--- src/hw/liu_diag_pkg.sv ---
/*
 Constants and types for the per-channel diagnostic and de-jitter control block.
 Assumes a single 20 MHz clock domain and one channel per instance.
*/
package liu_diag_pkg;
   // Register map and field positions
   localparam logic [7:0] DJ_CTRL_OFFSET  = 8'h07;
   localparam int         DJ_CFG_LO_BIT   = 0;
   localparam int         DJ_PATH_BIT     = 1;
   localparam int         DJ_CFG_HI_BIT   = 2;
   localparam int         DJ_FLUSH_BIT    = 3;
   localparam logic [3:0] DJ_CTRL_RESET   = 4'h0;
   localparam logic [3:0] DJ_UNUSED_READ  = 4'h0;
   // De-jitter FIFO
   localparam int         DJ_MEM_WORDS    = 32;
   localparam logic [5:0] DJ_DEPTH_SHORT  = 6'h10;
   localparam logic [5:0] DJ_DEPTH_LONG   = 6'h20;
   // Pattern generator and checker
   localparam logic [22:0] PRBS_SEED      = 23'h7FFFFF;
   localparam logic [5:0]  CHK_LOCK_BITS  = 6'h20;
   localparam logic [2:0]  CHK_LOSS_ERRS  = 3'h4;
   // Receive output buffer
   localparam logic [1:0]  RXB_DEPTH      = 2'h2;

   typedef enum logic [1:0] {LB_NONE, LB_ANALOG, LB_REMOTE, LB_DIGITAL} loop_t;
   typedef enum logic {CHK_HUNT, CHK_SYNC} chk_state_t;
endpackage

--- src/hw/liu_channel_diag_dejitter_ctrl.sv ---
/*
 One channel of diagnostic and de-jitter control: control register, de-jitter
 FIFO, pattern generator and checker, analog loopback and a two-entry receive
 output buffer. Assumes control inputs come from logic on the same clock and
 that the receive line pins are asynchronous and need synchronising.
*/
// Functional notes
// (RL1) Rising write of flush bit resets de-jitter
// (RL2) Flush returns FIFO pointers to zero
// (RL3) Flush discards all FIFO contents
// (RL4) Software clears flush bit to resume
// (RL5) Config bits: 16, 32 deep, or disabled
// (RL6) Path bit: receive when 0, transmit 1
// (RL7) Pattern test only in host mode
// (RL8) Pattern 2^23-1 in E3, else 2^15-1
// (RL9) Checker enabled together with generator
// (RL10) Negative output low once pattern synced
// (RL11) Unsynced: sync-lost set, negative output high
// (RL12) Inject write corrupts exactly one bit
// (RL13) Software rewrites zero before next inject
// (RL14) Each detected error pulses output one cycle
// (RL15) Pattern test forces single-rail operation
// (RL16) Loopback chosen by remote, local selects
// (RL17) Analog loop feeds transmit into receive
// (RL18) Analog loop passes through assigned de-jitter
// (RL19) Analog loop still drives transmit line
// (RL20) Analog loop ignores external receive line
// (RL21) Single rail: negative output flags violations
// (RL22) E3 select picks the longer pattern
// (RL23) Upper four control bits read zero
`timescale 1ns/1ps
module liu_channel_diag_dejitter_ctrl (
   // Clock and reset
   input  wire logic       clock,
   input  wire logic       reset,
   // Register port
   input  wire logic       reg_wr_en,
   input  wire logic [7:0] reg_addr,
   input  wire logic [7:0] reg_wr_data,
   output logic      [7:0] reg_rd_data,
   // Channel control
   input  wire logic       host_mode,
   input  wire logic       pattern_test_enable,
   input  wire logic       pattern_error_inject,
   input  wire logic       e3_rate_select,
   input  wire logic       rail_mode_select,
   input  wire logic       remote_loop_select,
   input  wire logic       local_loop_select,
   output logic            pattern_sync_lost,
   // Transmit stream
   input  wire logic       tx_valid,
   input  wire logic       tx_pos,
   input  wire logic       tx_neg,
   output logic            tx_ready,
   // Line
   output logic            tx_line_pos,
   output logic            tx_line_neg,
   input  wire logic       rx_line_pos,
   input  wire logic       rx_line_neg,
   // Receive stream
   output logic            rx_recovered_clk,
   output logic            rx_pos_data,
   output logic            rx_neg_or_violation,
   output logic            rx_out_valid,
   input  wire logic       rx_out_ready
);

   function automatic logic prbs_bit(input logic [22:0] s, input logic e3);
      prbs_bit = e3 ? (s[22] ^ s[17]) : (s[14] ^ s[13]);
   endfunction

   function automatic logic [4:0] next_ptr(input logic [4:0] p, input logic [5:0] depth);
      logic [5:0] n;
      n = {1'b0, p} + 6'h01;
      next_ptr = (n == depth) ? 5'h00 : n[4:0];
   endfunction

   function automatic liu_diag_pkg::loop_t loop_decode(input logic rlb, input logic llb);
      loop_decode = liu_diag_pkg::loop_t'({rlb, llb});
   endfunction

   // Control register
   logic [3:0] ctrl_q, ctrl_d;
   logic [7:0] rd_q, rd_d;
   logic       addr_hit, flush_now;

   always_comb begin
      addr_hit  = (reg_addr == liu_diag_pkg::DJ_CTRL_OFFSET);
      ctrl_d    = ctrl_q;
      flush_now = 1'b0;
      if (reg_wr_en && addr_hit) begin
         ctrl_d    = reg_wr_data[3:0]; // RL23
         flush_now = reg_wr_data[liu_diag_pkg::DJ_FLUSH_BIT]
                     & ~ctrl_q[liu_diag_pkg::DJ_FLUSH_BIT]; // RL1
      end
      rd_d = addr_hit ? {liu_diag_pkg::DJ_UNUSED_READ, ctrl_q} : 8'h00; // RL23
   end

   always_ff @(posedge clock) begin
      if (reset) begin
         ctrl_q <= liu_diag_pkg::DJ_CTRL_RESET;
         rd_q   <= 8'h00;
      end else begin
         ctrl_q <= ctrl_d;
         rd_q   <= rd_d;
      end
   end

   // Decoded modes
   logic       dj_enable, dj_in_tx, dj_hold, pattern_on, single_rail, analog, step;
   logic [5:0] dj_depth;
   logic       space_q;

   always_comb begin
      dj_enable   = ~ctrl_q[liu_diag_pkg::DJ_CFG_LO_BIT]; // RL5
      dj_depth    = ctrl_q[liu_diag_pkg::DJ_CFG_HI_BIT] ? liu_diag_pkg::DJ_DEPTH_LONG
                                                         : liu_diag_pkg::DJ_DEPTH_SHORT; // RL5
      dj_in_tx    = ctrl_q[liu_diag_pkg::DJ_PATH_BIT]; // RL6
      // Held in flush until software clears the bit
      dj_hold     = flush_now | ctrl_q[liu_diag_pkg::DJ_FLUSH_BIT]; // RL4
      pattern_on  = host_mode & pattern_test_enable; // RL7 RL9
      single_rail = rail_mode_select | pattern_on; // RL15
      analog      = (loop_decode(remote_loop_select, local_loop_select)
                     == liu_diag_pkg::LB_ANALOG); // RL16
      // Every stage after the receive synchroniser advances only when the receive buffer has room
      step        = space_q;
   end

   // Receive line synchroniser
   logic [1:0] sync1_q, sync2_q;

   always_ff @(posedge clock) begin
      if (reset) begin
         sync1_q <= 2'h0;
         sync2_q <= 2'h0;
      end else begin
         sync1_q <= {rx_line_pos, rx_line_neg};
         sync2_q <= sync1_q;
      end
   end

   // Transmit source, generator and error insertion
   logic [22:0] gen_q, gen_d;
   logic        ami_q, ami_d, inj_prev_q, inj_pend_q, inj_pend_d;
   logic        gen_bit, tx_data;
   logic [1:0]  tx_enc;

   always_comb begin
      gen_bit = prbs_bit(gen_q, e3_rate_select); // RL8 RL22
      if (pattern_on) begin
         tx_data = gen_bit ^ inj_pend_q; // RL12
      end else begin
         tx_data = tx_valid & tx_pos;
      end
      if (single_rail) begin
         tx_enc = {tx_data & ~ami_q, tx_data & ami_q};
      end else begin
         tx_enc = tx_valid ? {tx_pos, tx_neg} : 2'h0;
      end
      ami_d = (step && single_rail && tx_data) ? ~ami_q : ami_q;
      gen_d = (step && pattern_on) ? {gen_q[21:0], gen_bit} : gen_q; // RL8
      // A new request wins over the consumption of an older one
      inj_pend_d = (inj_pend_q & ~(step & pattern_on))
                   | (pattern_on & pattern_error_inject & ~inj_prev_q); // RL12 RL13
   end

   always_ff @(posedge clock) begin
      if (reset) begin
         gen_q      <= liu_diag_pkg::PRBS_SEED;
         ami_q      <= 1'b0;
         inj_prev_q <= 1'b0;
         inj_pend_q <= 1'b0;
      end else begin
         gen_q      <= gen_d;
         ami_q      <= ami_d;
         inj_prev_q <= pattern_error_inject;
         inj_pend_q <= inj_pend_d;
      end
   end

   // De-jitter FIFO, shared by whichever path it is assigned to
   logic [1:0] dj_mem [liu_diag_pkg::DJ_MEM_WORDS];
   logic [4:0] wr_ptr_q, wr_ptr_d, rd_ptr_q, rd_ptr_d;
   logic [5:0] cnt_q, cnt_d;
   logic       primed_q, primed_d, push, pop;
   logic [1:0] fifo_in, fifo_out, rx_src, rx_after, tx_line_q, tx_line_d;

   always_comb begin
      rx_src   = analog ? tx_line_q : sync2_q; // RL17 RL20
      fifo_in  = dj_in_tx ? tx_enc : rx_src; // RL6 RL18
      push     = step & dj_enable;
      pop      = push & primed_q;
      fifo_out = primed_q ? dj_mem[rd_ptr_q] : 2'h0;
      wr_ptr_d = push ? next_ptr(wr_ptr_q, dj_depth) : wr_ptr_q;
      rd_ptr_d = pop ? next_ptr(rd_ptr_q, dj_depth) : rd_ptr_q;
      cnt_d    = (push && !pop) ? cnt_q + 6'h01 : cnt_q;
      // Reading starts half full so the FIFO can absorb wander both ways
      primed_d = primed_q | (push && ((cnt_q + 6'h01) >= {1'b0, dj_depth[5:1]})); // RL5
      if (dj_hold || !dj_enable) begin
         wr_ptr_d = 5'h00; // RL2
         rd_ptr_d = 5'h00; // RL2
         cnt_d    = 6'h00; // RL3
         primed_d = 1'b0; // RL3
      end
      tx_line_d = tx_line_q;
      if (step) begin
         tx_line_d = (dj_enable && dj_in_tx) ? fifo_out : tx_enc; // RL19
      end
      rx_after = (dj_enable && !dj_in_tx) ? fifo_out : rx_src; // RL18
   end

   always_ff @(posedge clock) begin
      if (push && !dj_hold) begin
         dj_mem[wr_ptr_q] <= fifo_in;
      end
   end

   always_ff @(posedge clock) begin
      if (reset) begin
         wr_ptr_q  <= 5'h00;
         rd_ptr_q  <= 5'h00;
         cnt_q     <= 6'h00;
         primed_q  <= 1'b0;
         tx_line_q <= 2'h0;
      end else begin
         wr_ptr_q  <= wr_ptr_d;
         rd_ptr_q  <= rd_ptr_d;
         cnt_q     <= cnt_d;
         primed_q  <= primed_d;
         tx_line_q <= tx_line_d;
      end
   end

   // Pattern checker and receive rail formatting
   liu_diag_pkg::chk_state_t chk_q, chk_d;
   logic [22:0] chk_sr_q, chk_sr_d;
   logic [5:0]  run_q, run_d;
   logic [2:0]  errs_q, errs_d;
   logic        last_pos_q, last_pos_d, last_neg_q, last_neg_d;
   logic        rx_bit, mismatch, viol, lost_d, lost_q;
   logic [1:0]  rx_word;

   always_comb begin
      rx_bit     = rx_after[1] | rx_after[0];
      mismatch   = rx_bit ^ prbs_bit(chk_sr_q, e3_rate_select); // RL9
      chk_sr_d   = (step && pattern_on) ? {chk_sr_q[21:0], rx_bit} : chk_sr_q;
      chk_d      = chk_q;
      run_d      = run_q;
      errs_d     = errs_q;
      if (!pattern_on) begin
         chk_d  = liu_diag_pkg::CHK_HUNT;
         run_d  = 6'h00;
         errs_d = 3'h0;
      end else if (step) begin
         unique case (chk_q)
            liu_diag_pkg::CHK_HUNT: begin
               run_d = mismatch ? 6'h00 : run_q + 6'h01;
               if (!mismatch && run_q == liu_diag_pkg::CHK_LOCK_BITS - 6'h01) begin
                  chk_d  = liu_diag_pkg::CHK_SYNC;
                  run_d  = 6'h00;
                  errs_d = 3'h0;
               end
            end
            liu_diag_pkg::CHK_SYNC: begin
               if (mismatch) begin
                  errs_d = errs_q + 3'h1;
                  if (errs_d == liu_diag_pkg::CHK_LOSS_ERRS) begin
                     chk_d = liu_diag_pkg::CHK_HUNT;
                     run_d = 6'h00;
                  end
               end else if (run_q == liu_diag_pkg::CHK_LOCK_BITS - 6'h01) begin
                  run_d  = 6'h00;
                  errs_d = 3'h0;
               end else begin
                  run_d = run_q + 6'h01;
               end
            end
         endcase
      end
      lost_d = (chk_d != liu_diag_pkg::CHK_SYNC); // RL11
      // Violation: two pulses in a row of the same polarity
      viol       = (rx_after[1] & last_pos_q) | (rx_after[0] & last_neg_q);
      last_pos_d = last_pos_q;
      last_neg_d = last_neg_q;
      if (step && rx_bit) begin
         last_pos_d = rx_after[1];
         last_neg_d = rx_after[0];
      end
      if (pattern_on) begin
         rx_word = {rx_bit, (chk_q != liu_diag_pkg::CHK_SYNC) | mismatch}; // RL10 RL11 RL14
      end else if (single_rail) begin
         rx_word = {rx_bit, viol}; // RL21
      end else begin
         rx_word = rx_after;
      end
   end

   always_ff @(posedge clock) begin
      if (reset) begin
         chk_q      <= liu_diag_pkg::CHK_HUNT;
         chk_sr_q   <= 23'h000000;
         run_q      <= 6'h00;
         errs_q     <= 3'h0;
         last_pos_q <= 1'b0;
         last_neg_q <= 1'b0;
         lost_q     <= 1'b1;
      end else begin
         chk_q      <= chk_d;
         chk_sr_q   <= chk_sr_d;
         run_q      <= run_d;
         errs_q     <= errs_d;
         last_pos_q <= last_pos_d;
         last_neg_q <= last_neg_d;
         lost_q     <= lost_d;
      end
   end

   // Two-entry receive buffer; a stalled receiver stalls every stage after the receive synchroniser
   logic [1:0] b0_q, b0_d, b1_q, b1_d, bcnt_q, bcnt_d;
   logic       bpop, valid_q, valid_d, space_d, rclk_q, rclk_d;

   always_comb begin
      bpop   = (bcnt_q != 2'h0) & rx_out_ready;
      b0_d   = b0_q;
      b1_d   = b1_q;
      bcnt_d = bcnt_q;
      if (bpop) begin
         b0_d   = b1_q;
         bcnt_d = bcnt_q - 2'h1;
      end
      if (step) begin
         if (bcnt_d == 2'h0) begin
            b0_d = rx_word;
         end else begin
            b1_d = rx_word;
         end
         bcnt_d = bcnt_d + 2'h1;
      end
      valid_d = (bcnt_d != 2'h0);
      space_d = (bcnt_d < liu_diag_pkg::RXB_DEPTH);
      rclk_d  = bpop ? ~rclk_q : rclk_q;
   end

   always_ff @(posedge clock) begin
      if (reset) begin
         b0_q    <= 2'h0;
         b1_q    <= 2'h0;
         bcnt_q  <= 2'h0;
         valid_q <= 1'b0;
         space_q <= 1'b1;
         rclk_q  <= 1'b0;
      end else begin
         b0_q    <= b0_d;
         b1_q    <= b1_d;
         bcnt_q  <= bcnt_d;
         valid_q <= valid_d;
         space_q <= space_d;
         rclk_q  <= rclk_d;
      end
   end

   assign reg_rd_data         = rd_q;
   assign pattern_sync_lost   = lost_q;
   assign tx_ready            = space_q;
   assign tx_line_pos         = tx_line_q[1];
   assign tx_line_neg         = tx_line_q[0];
   assign rx_recovered_clk    = rclk_q;
   assign rx_pos_data         = b0_q[1];
   assign rx_neg_or_violation = b0_q[0];
   assign rx_out_valid        = valid_q;

endmodule

--- config.mk ---
export PLATFORM = sky130hd
export DESIGN_NAME = liu_channel_diag_dejitter_ctrl
export DESIGN_NICKNAME = d
export VERILOG_FILES = /design/src/hw/liu_diag_pkg.sv /design/src/hw/liu_channel_diag_dejitter_ctrl.sv
export SDC_FILE = /design/constraint.sdc
export NUM_CORES = 1
export LEC_CHECK = 0
export BUFFER_PORTS_ARGS = -buffer_cell sky130_fd_sc_hd__buf_2
export CORE_MARGIN = 8
export CORE_UTILIZATION = 65
export CTS_BUF_LIST = sky130_fd_sc_hd__clkbuf_4 sky130_fd_sc_hd__clkbuf_8
export CTS_CLUSTER_DIAMETER = 150
export DETAILED_ROUTE_END_ITERATION = 16
export PLACE_DENSITY_LB_ADDON = 0.15
export SLEW_MARGIN = 10
export SYNTH_ARGS = -nofsm -noshare
export SYNTH_HDL_FRONTEND = slang
export SYNTH_SLANG_ARGS = --single-unit
--- constraint.sdc ---
create_clock -name clock -period 6.3 [get_ports clock]
set_clock_uncertainty 0.1 [all_clocks]
set_input_delay 0.315 -clock clock [delete_from_list [all_inputs] [get_ports clock]]
set_output_delay 0.315 -clock clock [all_outputs]
set_load 0.02 [all_outputs]
# ---- After elaboration in Yosys (flattened, before gate mapping)
# Memories as Yosys holds them, arrays and structs flattened. A register that Yosys moved wholly into a read port is not among the register bits.
# Cells that the tools add are included.
dict set report totals {
  mem_count 1
  output_inout_bits 16
  reg_bits 106
  ram_bits 64
  wordCells 150
}
dict set report classes {
  reduce_logical 25
  n_mux 41
  eq_ne 9
  magnitude_cmp 2
  add_sub_neg 7
  bitwise_logic 38
}
# name words word_bits rd rd_clocked_by_memory_dff write_ports line_no
set memory_table {}
lappend memory_table {dj_mem 32 2 1 1 1 liu_channel_diag_dejitter_ctrl.sv:182} ;# logic [1:0] dj_mem [liu_diag_pkg::DJ_MEM_WORDS];
# op count
set op_table {}
lappend op_table {{2-to-1 mux 6 bit} 6}
lappend op_table {{2-to-1 mux 2 bit} 14}
lappend op_table {{2-to-1 mux 5 bit} 4}
lappend op_table {{AND 1 bit} 14}
lappend op_table {{adder 5 x 1 -> 6 bit, second input constant} 2}
lappend op_table {{adder 6 x 1 -> 6 bit, second input constant} 2}
lappend op_table {{== test 6 bit} 2}
lappend op_table {{case mux 6 bit (2 select lines)} 1}
lappend op_table {{logical AND 1 bit} 11}
lappend op_table {{2-to-1 mux 1 bit} 11}
lappend op_table {{inverter 1 bit} 11}
lappend op_table {{2-to-1 mux 3 bit} 3}
lappend op_table {{== test 8 x 3 -> 1 bit, second input constant} 1}
lappend op_table {{OR 1 bit} 7}
lappend op_table {{== test 6 x 5 -> 1 bit, second input constant} 1}
lappend op_table {{>= comparator 6 x 5 -> 1 bit} 1}
lappend op_table {{case mux 3 bit (2 select lines)} 1}
lappend op_table {{OR reduction 2 bit} 3}
lappend op_table {{XOR 1 bit} 6}
lappend op_table {{logical NOT 1 bit} 4}
lappend op_table {{AND reduction 2 bit} 2}
lappend op_table {{nonzero test 2 bit} 2}
lappend op_table {{adder 3 x 1 -> 3 bit, second input constant} 1}
lappend op_table {{== test 3 bit, second input constant} 1}
lappend op_table {{11 further kinds} 11}

# ---- Logic depth before layout (Yosys ltp)
# Gate-level depths: netlist of the first run.
dict set report depth {
  depth_word 12
  ltp_mapped 12
}

# ---- Worst setup path before layout of the first run
# OpenSTA, ideal clock, no wires.
dict set report synth_timing {
  path_kind {reg-to-reg}
  startpoint {reg with a tool-made name}
  endpoint {reg run_q[5]}
  required_ns 6.128
  t_arrival_ns 2.558
  path_slack_ns 3.570
  path_stages_with_launch 11
  path_buffers 1
  cell_sequence {dfxtp_1 buf_6 mux4_1 mux2i_1 or2_1 a2111oi_4 a21oi_2 and3_4 o31ai_2 or4_1 a21oi_1}
}
# item line_no
set synth_lines {}
lappend synth_lines {{to (signal assigned)} liu_channel_diag_dejitter_ctrl.sv:310} ;# run_q <= run_d;
lappend synth_lines {{to (decl)} liu_channel_diag_dejitter_ctrl.sv:237} ;# logic [5:0] run_q, run_d;

==> metrics.cfg, run 1 <==
[setup_path]
startpoint_type=flip-flop
reg2reg_slack_ns=2.96
required_ns=6.53
cp_cell_sequence=buf_4, mux2i_1, a22oi_1, a41oi_1, a2111oi_4, a21oi_2, and3_4, or2_1, o211ai_1, a21oi_1
critical_path.slowest_cell=a2111oi_4
critPathKind=flip-flop to flip-flop
cp-end-kind=flip-flop
slowest_delay_ns=0.51
path_buf_inv=1
cp_top_family=compound AO/OA/AOI/OAI gates
cp.arrival_ns=3.56
cp_max_fo=28

[synthesis]
yosysTopAreaCell=dfxtp_1
synth_seq_cells=171
yosys_warnings=0
synth.distinct_cells=63
ys.flop_type=dfxtp_1
ys_seq_area_frac=0.560
syn-cell-area_um2=7260
async_flop_share=0
syn_avg_cell_area_um2=10.2
synth_top_cell_area_share=0.295
synth_edf_count=64
yosys-top-cells-area=dfxtp_1 (30%), edfxtp_1 (26%), nand2_1 (6.8%)
syn_inst=714

[timing]
timing.final.crit_share=0.530
fmax_mhz=300
drv_slew=0
rsz0062_at_grt=no
worst_pin_slew_ns=0.927
slew_headroom=0.381
period_needed_ns=3.34
timing.final.hold_violations=0
setup_violations=0
hold_ws_ns=0.0327
setup-tns-final_ns=0

[clock_tree]
post_cts_buffers=0
worstSkewPairLatency_ns=0.45
cts_max_level=4
post_cts_resized=0
cts_root_buf=clkbuf_8
hold_buffers=6
cts-buffers-inserted=17
cts_tree=done
clkTransAtPathRegs_ns=0.09
clock_sinks=171
cts-root-to-sink-buffers=2

[global_routing]
use_met3=0.0477
grtUsageTotal=0.197
antenna_found_initial=0
use_met1=0.247
met2_usage=0.321
grt_overflow=0
grt_max_degree=48
grt.busiest_layer=met2
grt_pass1_vias=5089
grt_pass1_wl_mm=23.2

[floorplan]
die_area_um2=14800
start_util=0.667
die_y_um=122
core_um2=10900
rows=38
pin_count=48
die_x_um=122

[final_layout]
fin_nets=793
final_cell_area_um2=7980
layout_common_cells=nand2_1 (132), dfxtp_1 (107), nor2_1 (79), edfxtp_1 (64), a21oi_1 (48)
drive_gt1_frac=0.125
fin_cells=901
final_common_cell=nand2_1
antennaDiodeCount=0
area_growth_pct=10.0

[detailed_routing]
viasPerCell=5.69
drtIter0Drc=363
vias=5124
finalWirelength_mm=14.0
wl_per_cell_um=15.5
ant_nets=0
drc_errors=0
drtPass1Iterations=4

[power_and_ir_drop]
vdd_ir_drop_max_v=0.000217
p_leak_nw=2.97
pwr_density_cell_nw_per_um2=316
p_total_w=0.00252

[worst_hold_path]
worstHoldPathType=input port to flip-flop

[placement]
postPlaceCellArea_um2=7480
place.gp.congestion=0.864
dp_cells=863
place_hpwl_mm=9.56
io_buffer_count=39

[flow_run]
drv_cap=0

[outcome]
status=completed

-- synthesized netlist by cell type, drive strengths merged (7+ instances only) --
cell type  instances
nand2b             8
a22oi              8
mux2i             36
and3               9
clkbuf            23
nand3             36
nand4              7
inv               12
nor2b              9
dfxtp            107
buf               17
ha                13
edfxtp            64
nor2              79
o21ai             11
xnor2              8
a21oi             50
nand2            132
xor2              14
-- metal layers --
layer  vias to the layer above  share of wire
met2                       107           0.48
li1                       2572              -
met4                         0          0.015
met5                         -              0
met1                      2426           0.46
met3                        19          0.044
-- report_power, final --
part           internal [W]  switching, W  leakage [nW]  total (W)
combinational      0.000143      0.000265          1.28   0.000408
sequential          0.00122     0.0000474          1.46    0.00127
clock              0.000451      0.000390         0.226   0.000841
total               0.00182      0.000702          2.97    0.00252
-- worst register-to-register path, delay by kind of cell (launching register included) --
kind	cells	cell delay, ns
buffers and inverters	1	0.40
AO/OA/AOI/OAI	6	1.68
AND/OR/NAND/NOR	2	0.56
flip-flops	1	0.32
multiplexers	1	0.16
-- flip-flops by register name, indices dropped and copies added (netlist names), 3 cells and up, named ones only --
name	cells
ctrl_q	4
dj_mem	64
wr_ptr_q	5
chk_sr_q	23
errs_q	3
rd_ptr_q	5
gen_q	23
cnt_q	6
reg_rd_data	4
run_q	6
-- logic make-up (layout without fill, tap and decap cells) --
family / after synthesis / in the layout / synth area share
fa+ha+maj: 13 / 13 / 0.0224
compound gates: 106 / 106 / 0.101
flops: 171 / 171 / 0.560
other cells: 1 / 4 / 0.000517
simple gates: 307 / 307 / 0.188
mux: 42 / 42 / 0.0662
buf+inv: 52 / 96 / 0.0362
xor+xnor: 22 / 22 / 0.0265
-- cell type report --
cell class	instances	area, um2
sequential	171	4060
clock inverter	13	186
clock buffer	19	255
timing repair buffer	52	308
tap	140	175
inverter	12	45.0
fill	805	2900
multi-input combinational	494	2950
-- stage by stage --
stage          worst slack, ns   util
5_1_grt                   2.84  0.733
4_1_cts                   2.97  0.733
3_5_place_dp              2.99  0.687
2_1_floorplan             3.57      -
6_report                  2.96  0.733
3_3_place_gp              3.08  0.687
-- worst paths after layout --
check	end	cells after the start	from
setup reg to reg	run_q[3]	10	flip-flop
setup / recovery	run_q[3]	10	flip-flop
hold / removal	reg_rd_data[2]	3	reg_addr[6]
hold reg to reg	chk_sr_q[3]	2	chk_sr_q[2]
(Power assumes the default switching activity.)
==> run 2: changes to the inputs <==
--- a/config.mk
+++ b/config.mk
@@ -7,7 +7,7 @@
 export LEC_CHECK = 0
 export BUFFER_PORTS_ARGS = -buffer_cell sky130_fd_sc_hd__buf_2
 export CORE_MARGIN = 8
-export CORE_UTILIZATION = 65
+export CORE_UTILIZATION = 56
 export CTS_BUF_LIST = sky130_fd_sc_hd__clkbuf_4 sky130_fd_sc_hd__clkbuf_8
 export CTS_CLUSTER_DIAMETER = 150
 export DETAILED_ROUTE_END_ITERATION = 16
==> constraint.sdc (replaced) <==
create_clock -name clock -period 2.9 [get_ports clock]
set_clock_uncertainty 0.1 [all_clocks]
set_input_delay 0.145 -clock clock [delete_from_list [all_inputs] [get_ports clock]]
set_output_delay 0.145 -clock clock [all_outputs]
set_load 0.02 [all_outputs]
==> run 2 against run 1 <==
Clock power rose by 77%. Maximum frequency rose by 16%. Setup slack got worse by 2.9 ns. Cell count rose by 7.7%. Non-clock buffer count rose by 37. Sequential cell count did not move. Cell area rose by 5.6%. Sequential share of layout area fell by 2.6 points. Critical path type unchanged. Via count rose by 5.1%. Count of clock-buffer cells in the layout did not move. Highest routed layer unchanged. Register-to-register slack got worse by 2.9 ns.
==> metrics.cfg, run 2 (synthesized netlist as in run 1, its figures left out) <==
[floorplan]
pin_count=48
die_x_um=130
core_um2=12600
die_area_um2=16900
rows=41
start_util=0.575
die_y_um=130

[detailed_routing]
drtPass1Iterations=4
drtIter0Drc=505
ant_nets=0
vias=5386
finalWirelength_mm=15.8
drc_errors=0
viasPerCell=5.55
wl_per_cell_um=16.3

[setup_path]
critical_path.slowest_cell=dfxtp_4
cp_cell_sequence=buf_12, buf_12, mux2i_1, a22oi_2, a211oi_2, a2111oi_4, a21oi_2, a21oi_4, buf_6, or2_4, or3_1, a21oi_2
cp_top_family=compound AO/OA/AOI/OAI gates
slowest_delay_ns=0.41
path_buf_inv=3
cp_max_fo=8
cp-end-kind=flip-flop
critPathKind=flip-flop to flip-flop
cp.arrival_ns=3.17
startpoint_type=flip-flop
required_ns=3.19

[timing]
worst_pin_slew_ns=0.867
setup_violations=0
timing.final.crit_share=0.992
period_needed_ns=2.88
setup-tns-final_ns=0
fmax_mhz=348
slew_headroom=0.421
drv_slew=0
timing.final.hold_violations=0
rsz0062_at_grt=yes

[power_and_ir_drop]
p_leak_nw=3.14
vdd_ir_drop_max_v=0.000415
pwr_density_cell_nw_per_um2=619
p_total_w=0.00522

[clock_tree]
cts-buffers-inserted=17
cts_root_buf=clkbuf_8
clock_sinks=171
cts-root-to-sink-buffers=2
cts_tree=done
clkTransAtPathRegs_ns=0.10
worstSkewPairLatency_ns=0.47
cts_max_level=4

[global_routing]
grt_pass1_vias=5208
grt_overflow=0
grt_max_degree=47
grtUsageTotal=0.194
grt_pass1_wl_mm=25.5
antenna_found_initial=0

[placement]
place_hpwl_mm=10.3
postPlaceCellArea_um2=7670
io_buffer_count=39
place.gp.congestion=0.845

[final_layout]
layout_common_cells=nand2_1 (132), dfxtp_1 (105), nor2_1 (76), edfxtp_1 (64), a21oi_1 (45)
area_growth_pct=16.2
fillCellCount=1006
largest_reg_flops=64
regMostFlops=dj_mem
reg.largest.list=dj_mem: 64 flops, chk_sr_q: 23 flops, gen_q: 23 flops
fin_nets=830
antennaDiodeCount=0
final_cell_area_um2=8430
ff_latch_area_um2=4070
drive_gt1_frac=0.189
multi_input_area_um2=3070
final_common_cell=nand2_1

[worst_hold_path]
worstHoldPathType=input port to flip-flop

[outcome]
status=completed

[flow_run]
drv_cap=0

-- run 2: cell types whose count changed in the layout (fill, tap and decap cells not counted), moves of 4 or more --
cell           change
a22oi_1            -5
a22oi_2            +5
buf_4             +22
buf_6              +5
bufinv_16          -4
clkinv_4           +4
dlygate4sd3_1      +6
mux2i_1            -4
-- run 2: final timing paths --
check / startpoint / endpoint / slack, ns / cells after the start
max: flip-flop / errs_q[2] / 0.02 / 12
min: reg_wr_en / ctrl_q[3] / 0.04 / 4
max reg2reg: flip-flop / errs_q[2] / 0.02 / 12
min reg2reg: sync1_q[0] / sync2_q[0] / 0.35 / 1
-- run 2: area by class of cell --
type	instances	share of cell area
inverter	12	0.00534
multi-input combinational	494	0.364
clock inverter	13	0.0117
timing repair buffer	89	0.0809
tap	172	0.0255
sequential	171	0.483
clock buffer	19	0.0295
-- run 2: worst min-delay path, stage by stage --
cell and delay [ns]:
buf_2 0.10, nand2_1 0.16, a21oi_1 0.09, nor2_1 0.07
-- run 2: metrics by stage --
step           setup WS, ns  utilization  hold WS [ns]  cells
2_1_floorplan         0.170            -         0.173    717
3_3_place_gp        -0.0867        0.608         0.271    911
3_5_place_dp         -0.153        0.608         0.276    911
4_1_cts            0.000468        0.655        0.0108    965
5_1_grt              -0.103        0.668        0.0493    970
6_report             0.0229        0.668        0.0415    970
-- run 2: per-layer routing --
| layer | GRT usage | routed length (um) | vias up |
|---|---|---|---|
| met5 | 0 | 0 | - |
| met4 | 0.0690 | 215 | 0 |
| met3 | 0.0481 | 744 | 20 |
| met2 | 0.324 | 7780 | 133 |
| met1 | 0.238 | 7030 | 2598 |
| li1 | - | - | 2635 |
-- run 2: timing repair --
item                                   in CTS  in global routing
resized for setup                          12                 28
endpoints found under the hold margin      12                  0
pin swaps                                  12                 15
hold buffers                               12                  0
setup buffers                              10                  4
gates cloned                                1                  1
setup endpoints to repair                  13                 13
-- run 2: power by group --
group / leakage (nW) / internal, W / switching (W)
clock: 0.175 / 0.000617 / 0.000869
sequential: 1.46 / 0.00266 / 0.000108
combinational: 1.50 / 0.000346 / 0.000621
==> run 3: changes to the inputs <==
--- a/config.mk
+++ b/config.mk
@@ -5,12 +5,12 @@
 export SDC_FILE = /design/constraint.sdc
 export NUM_CORES = 1
 export LEC_CHECK = 0
-export BUFFER_PORTS_ARGS = -buffer_cell sky130_fd_sc_hd__buf_2
 export CORE_MARGIN = 8
-export CORE_UTILIZATION = 56
+export CORE_UTILIZATION = 59
 export CTS_BUF_LIST = sky130_fd_sc_hd__clkbuf_4 sky130_fd_sc_hd__clkbuf_8
 export CTS_CLUSTER_DIAMETER = 150
 export DETAILED_ROUTE_END_ITERATION = 16
+export DONT_BUFFER_PORTS = 1
 export PLACE_DENSITY_LB_ADDON = 0.15
 export SLEW_MARGIN = 10
 export SYNTH_ARGS = -nofsm -noshare
==> run 3 against run 2 <==
Setup slack better by 0.025 ns. Clock power up 5%. First-iteration DRC count down 1.6%. Sequential share of layout area up 1.2 points. Critical endpoint is now dj_mem[8][1].
==> metrics.cfg, run 3 (synthesized netlist as in run 1, its figures left out) <==
[outcome]
status=completed

[clock_tree]
cts-root-to-sink-buffers=2
cts_max_level=4
cts_root_buf=clkbuf_8
worstSkewPairLatency_ns=0.46
cts_tree=done
clock_sinks=171
clkTransAtPathRegs_ns=0.08
cts-buffers-inserted=17

[floorplan]
start_util=0.604
die_y_um=127
die_area_um2=16100
rows=40
pin_count=48
core_um2=12000
die_x_um=127

[global_routing]
grt_max_degree=48
grt_pass1_vias=4913
antenna_found_initial=0
grtUsageTotal=0.195
grt_pass1_wl_mm=24.6
grt_overflow=0

[setup_path]
critPathKind=input port to flip-flop
cp_top_family=simple AND/OR/NAND/NOR gates
path_depth=8
cp_common_cell=dlygate4sd3_1
cp_max_fo=8
required_ns=2.94
reg2reg_slack_ns=0.05
slowest_delay_ns=0.60
path_buf_inv=2
critical_path.slowest_cell=dlygate4sd3_1
cp_cell_sequence=dlygate4sd3_1, nand4b_1, dlygate4sd3_1, nor2_2, and3_1, nor3_1, nand2_1, nor2_1
worst_r2r_path_depth=9
cp.arrival_ns=2.90
r2r-end=errs_q[1]
cp-end-kind=flip-flop
startpoint_type=input port

[final_layout]
final_cell_area_um2=8240
drive_gt1_frac=0.132
antennaDiodeCount=0
fin_nets=792
layout_common_cells=nand2_1 (131), dfxtp_1 (104), nor2_1 (77), edfxtp_1 (64), a21oi_1 (45)
fin_cells=907
area_growth_pct=13.5
largest_reg_flops=64
final_common_cell=nand2_1
regMostFlops=dj_mem
fillCellCount=894
reg.largest.list=dj_mem: 64 flops, chk_sr_q: 23 flops, gen_q: 23 flops

[timing]
worst_pin_slew_ns=0.603
timing.final.crit_share=0.983
setup_violations=0
fmax_mhz=351
period_needed_ns=2.85
drv_slew=0
timing.final.hold_violations=0
slew_headroom=0.595

[detailed_routing]
drc_errors=0
wl_per_cell_um=17.2
finalWirelength_mm=15.6
drtPass1Iterations=6
drtIter0Drc=497
viasPerCell=5.79
vias=5256
ant_nets=0

[worst_hold_path]
whs_path_depth=3
worstHoldPathType=input port to flip-flop
timing.hold.worst.start=rail_mode_select
hold_path_end=b0_q[0]

[power_and_ir_drop]
seqPwrFrac=0.533
pwr_density_cell_nw_per_um2=637
comb_power_share=0.170
swShare=0.302
p_total_w=0.00525
p_leak_nw=2.98
power_switching_w=0.00159
internal-power_w=0.00366
clkPwrFrac=0.296
vdd_ir_drop_max_v=0.000413

[placement]
postPlaceCellArea_um2=7410
place_hpwl_mm=9.84
dp_cells=844
place.gp.congestion=0.840
io_buffer_count=0

[flow_run]
drv_cap=0

[run 3: changes by cell type in the layout (fill, tap and decap cells not counted), sizes merged]
cell         before  now
dlygate4sd3      12   24
clkinvlp          2    1
clkinv            9    3
clkbuf           20   23
buf              76   26
inv              14   18
[run 3: power groups by stage]
stage,combinational (W),clock (W),sequential (W)
4_1_cts,0.000876,0.00158,0.00280
6_report,0.000893,0.00156,0.00280
3_5_place_dp,0.000827,0,0.00286
3_3_place_gp,0.000789,0,0.00285
5_1_grt,0.000978,0.00167,0.00282
2_1_floorplan,0.000632,0,0.00283
[run 3: area by class of cell]
class / count / area [um2] / area share
Inverter: 12 / 45.0 / 0.00547
Tap cell: 147 / 184 / 0.0223
Clock inverter: 10 / 81.3 / 0.00988
Multi-Input combinational cell: 494 / 3060 / 0.372
Clock buffer: 22 / 284 / 0.0345
Sequential cell: 171 / 4070 / 0.495
Timing Repair Buffer: 51 / 505 / 0.0614
[run 3: worst min-delay path: cells and delay by family]
kind | cells | cell delay [ns]
AO/OA/AOI/OAI | 3 | 0.40
[run 3: through the flow]
stage / setup slack [ns] / utilization / TNS (ns) / hold slack [ns]
floorplan: 0.170 / - / 0 / 0.173
global placement: -0.0979 / 0.617 / -0.239 / 0.123
detailed placement: -0.201 / 0.617 / -0.990 / 0.124
CTS: 0.0124 / 0.678 / 0 / 0.00352
global route: -0.0180 / 0.686 / -0.0670 / 0.00963
finish: 0.0479 / 0.686 / 0 / 0.0228
[run 3: per-layer routing]
metal | routed length (um) | track usage
met3 | 985 | 0.0549
met4 | 359 | 0.0847
met2 | 7390 | 0.301
met5 | 0 | 0
met1 | 6840 | 0.251
[run 3: what timing repair did]
item                                   in CTS  in global routing
pin swaps                                   7                 11
setup buffers                               3                  1
gates cloned                                1                  1
gates resized for setup                    13                 19
setup endpoints to repair                  13                 14
hold buffers                               25                  0
endpoints found under the hold margin      61                  0
[run 3: worst max path at each step]
stage,from,endpoint
after floorplan,flip-flop,run_q[5]
after global placement,flip-flop,run_q[0]
after detailed placement,flip-flop,run_q[0]
after CTS,flip-flop,errs_q[2]
after global routing,flip-flop,errs_q[1]
final,reg_addr[2],dj_mem[8][1]
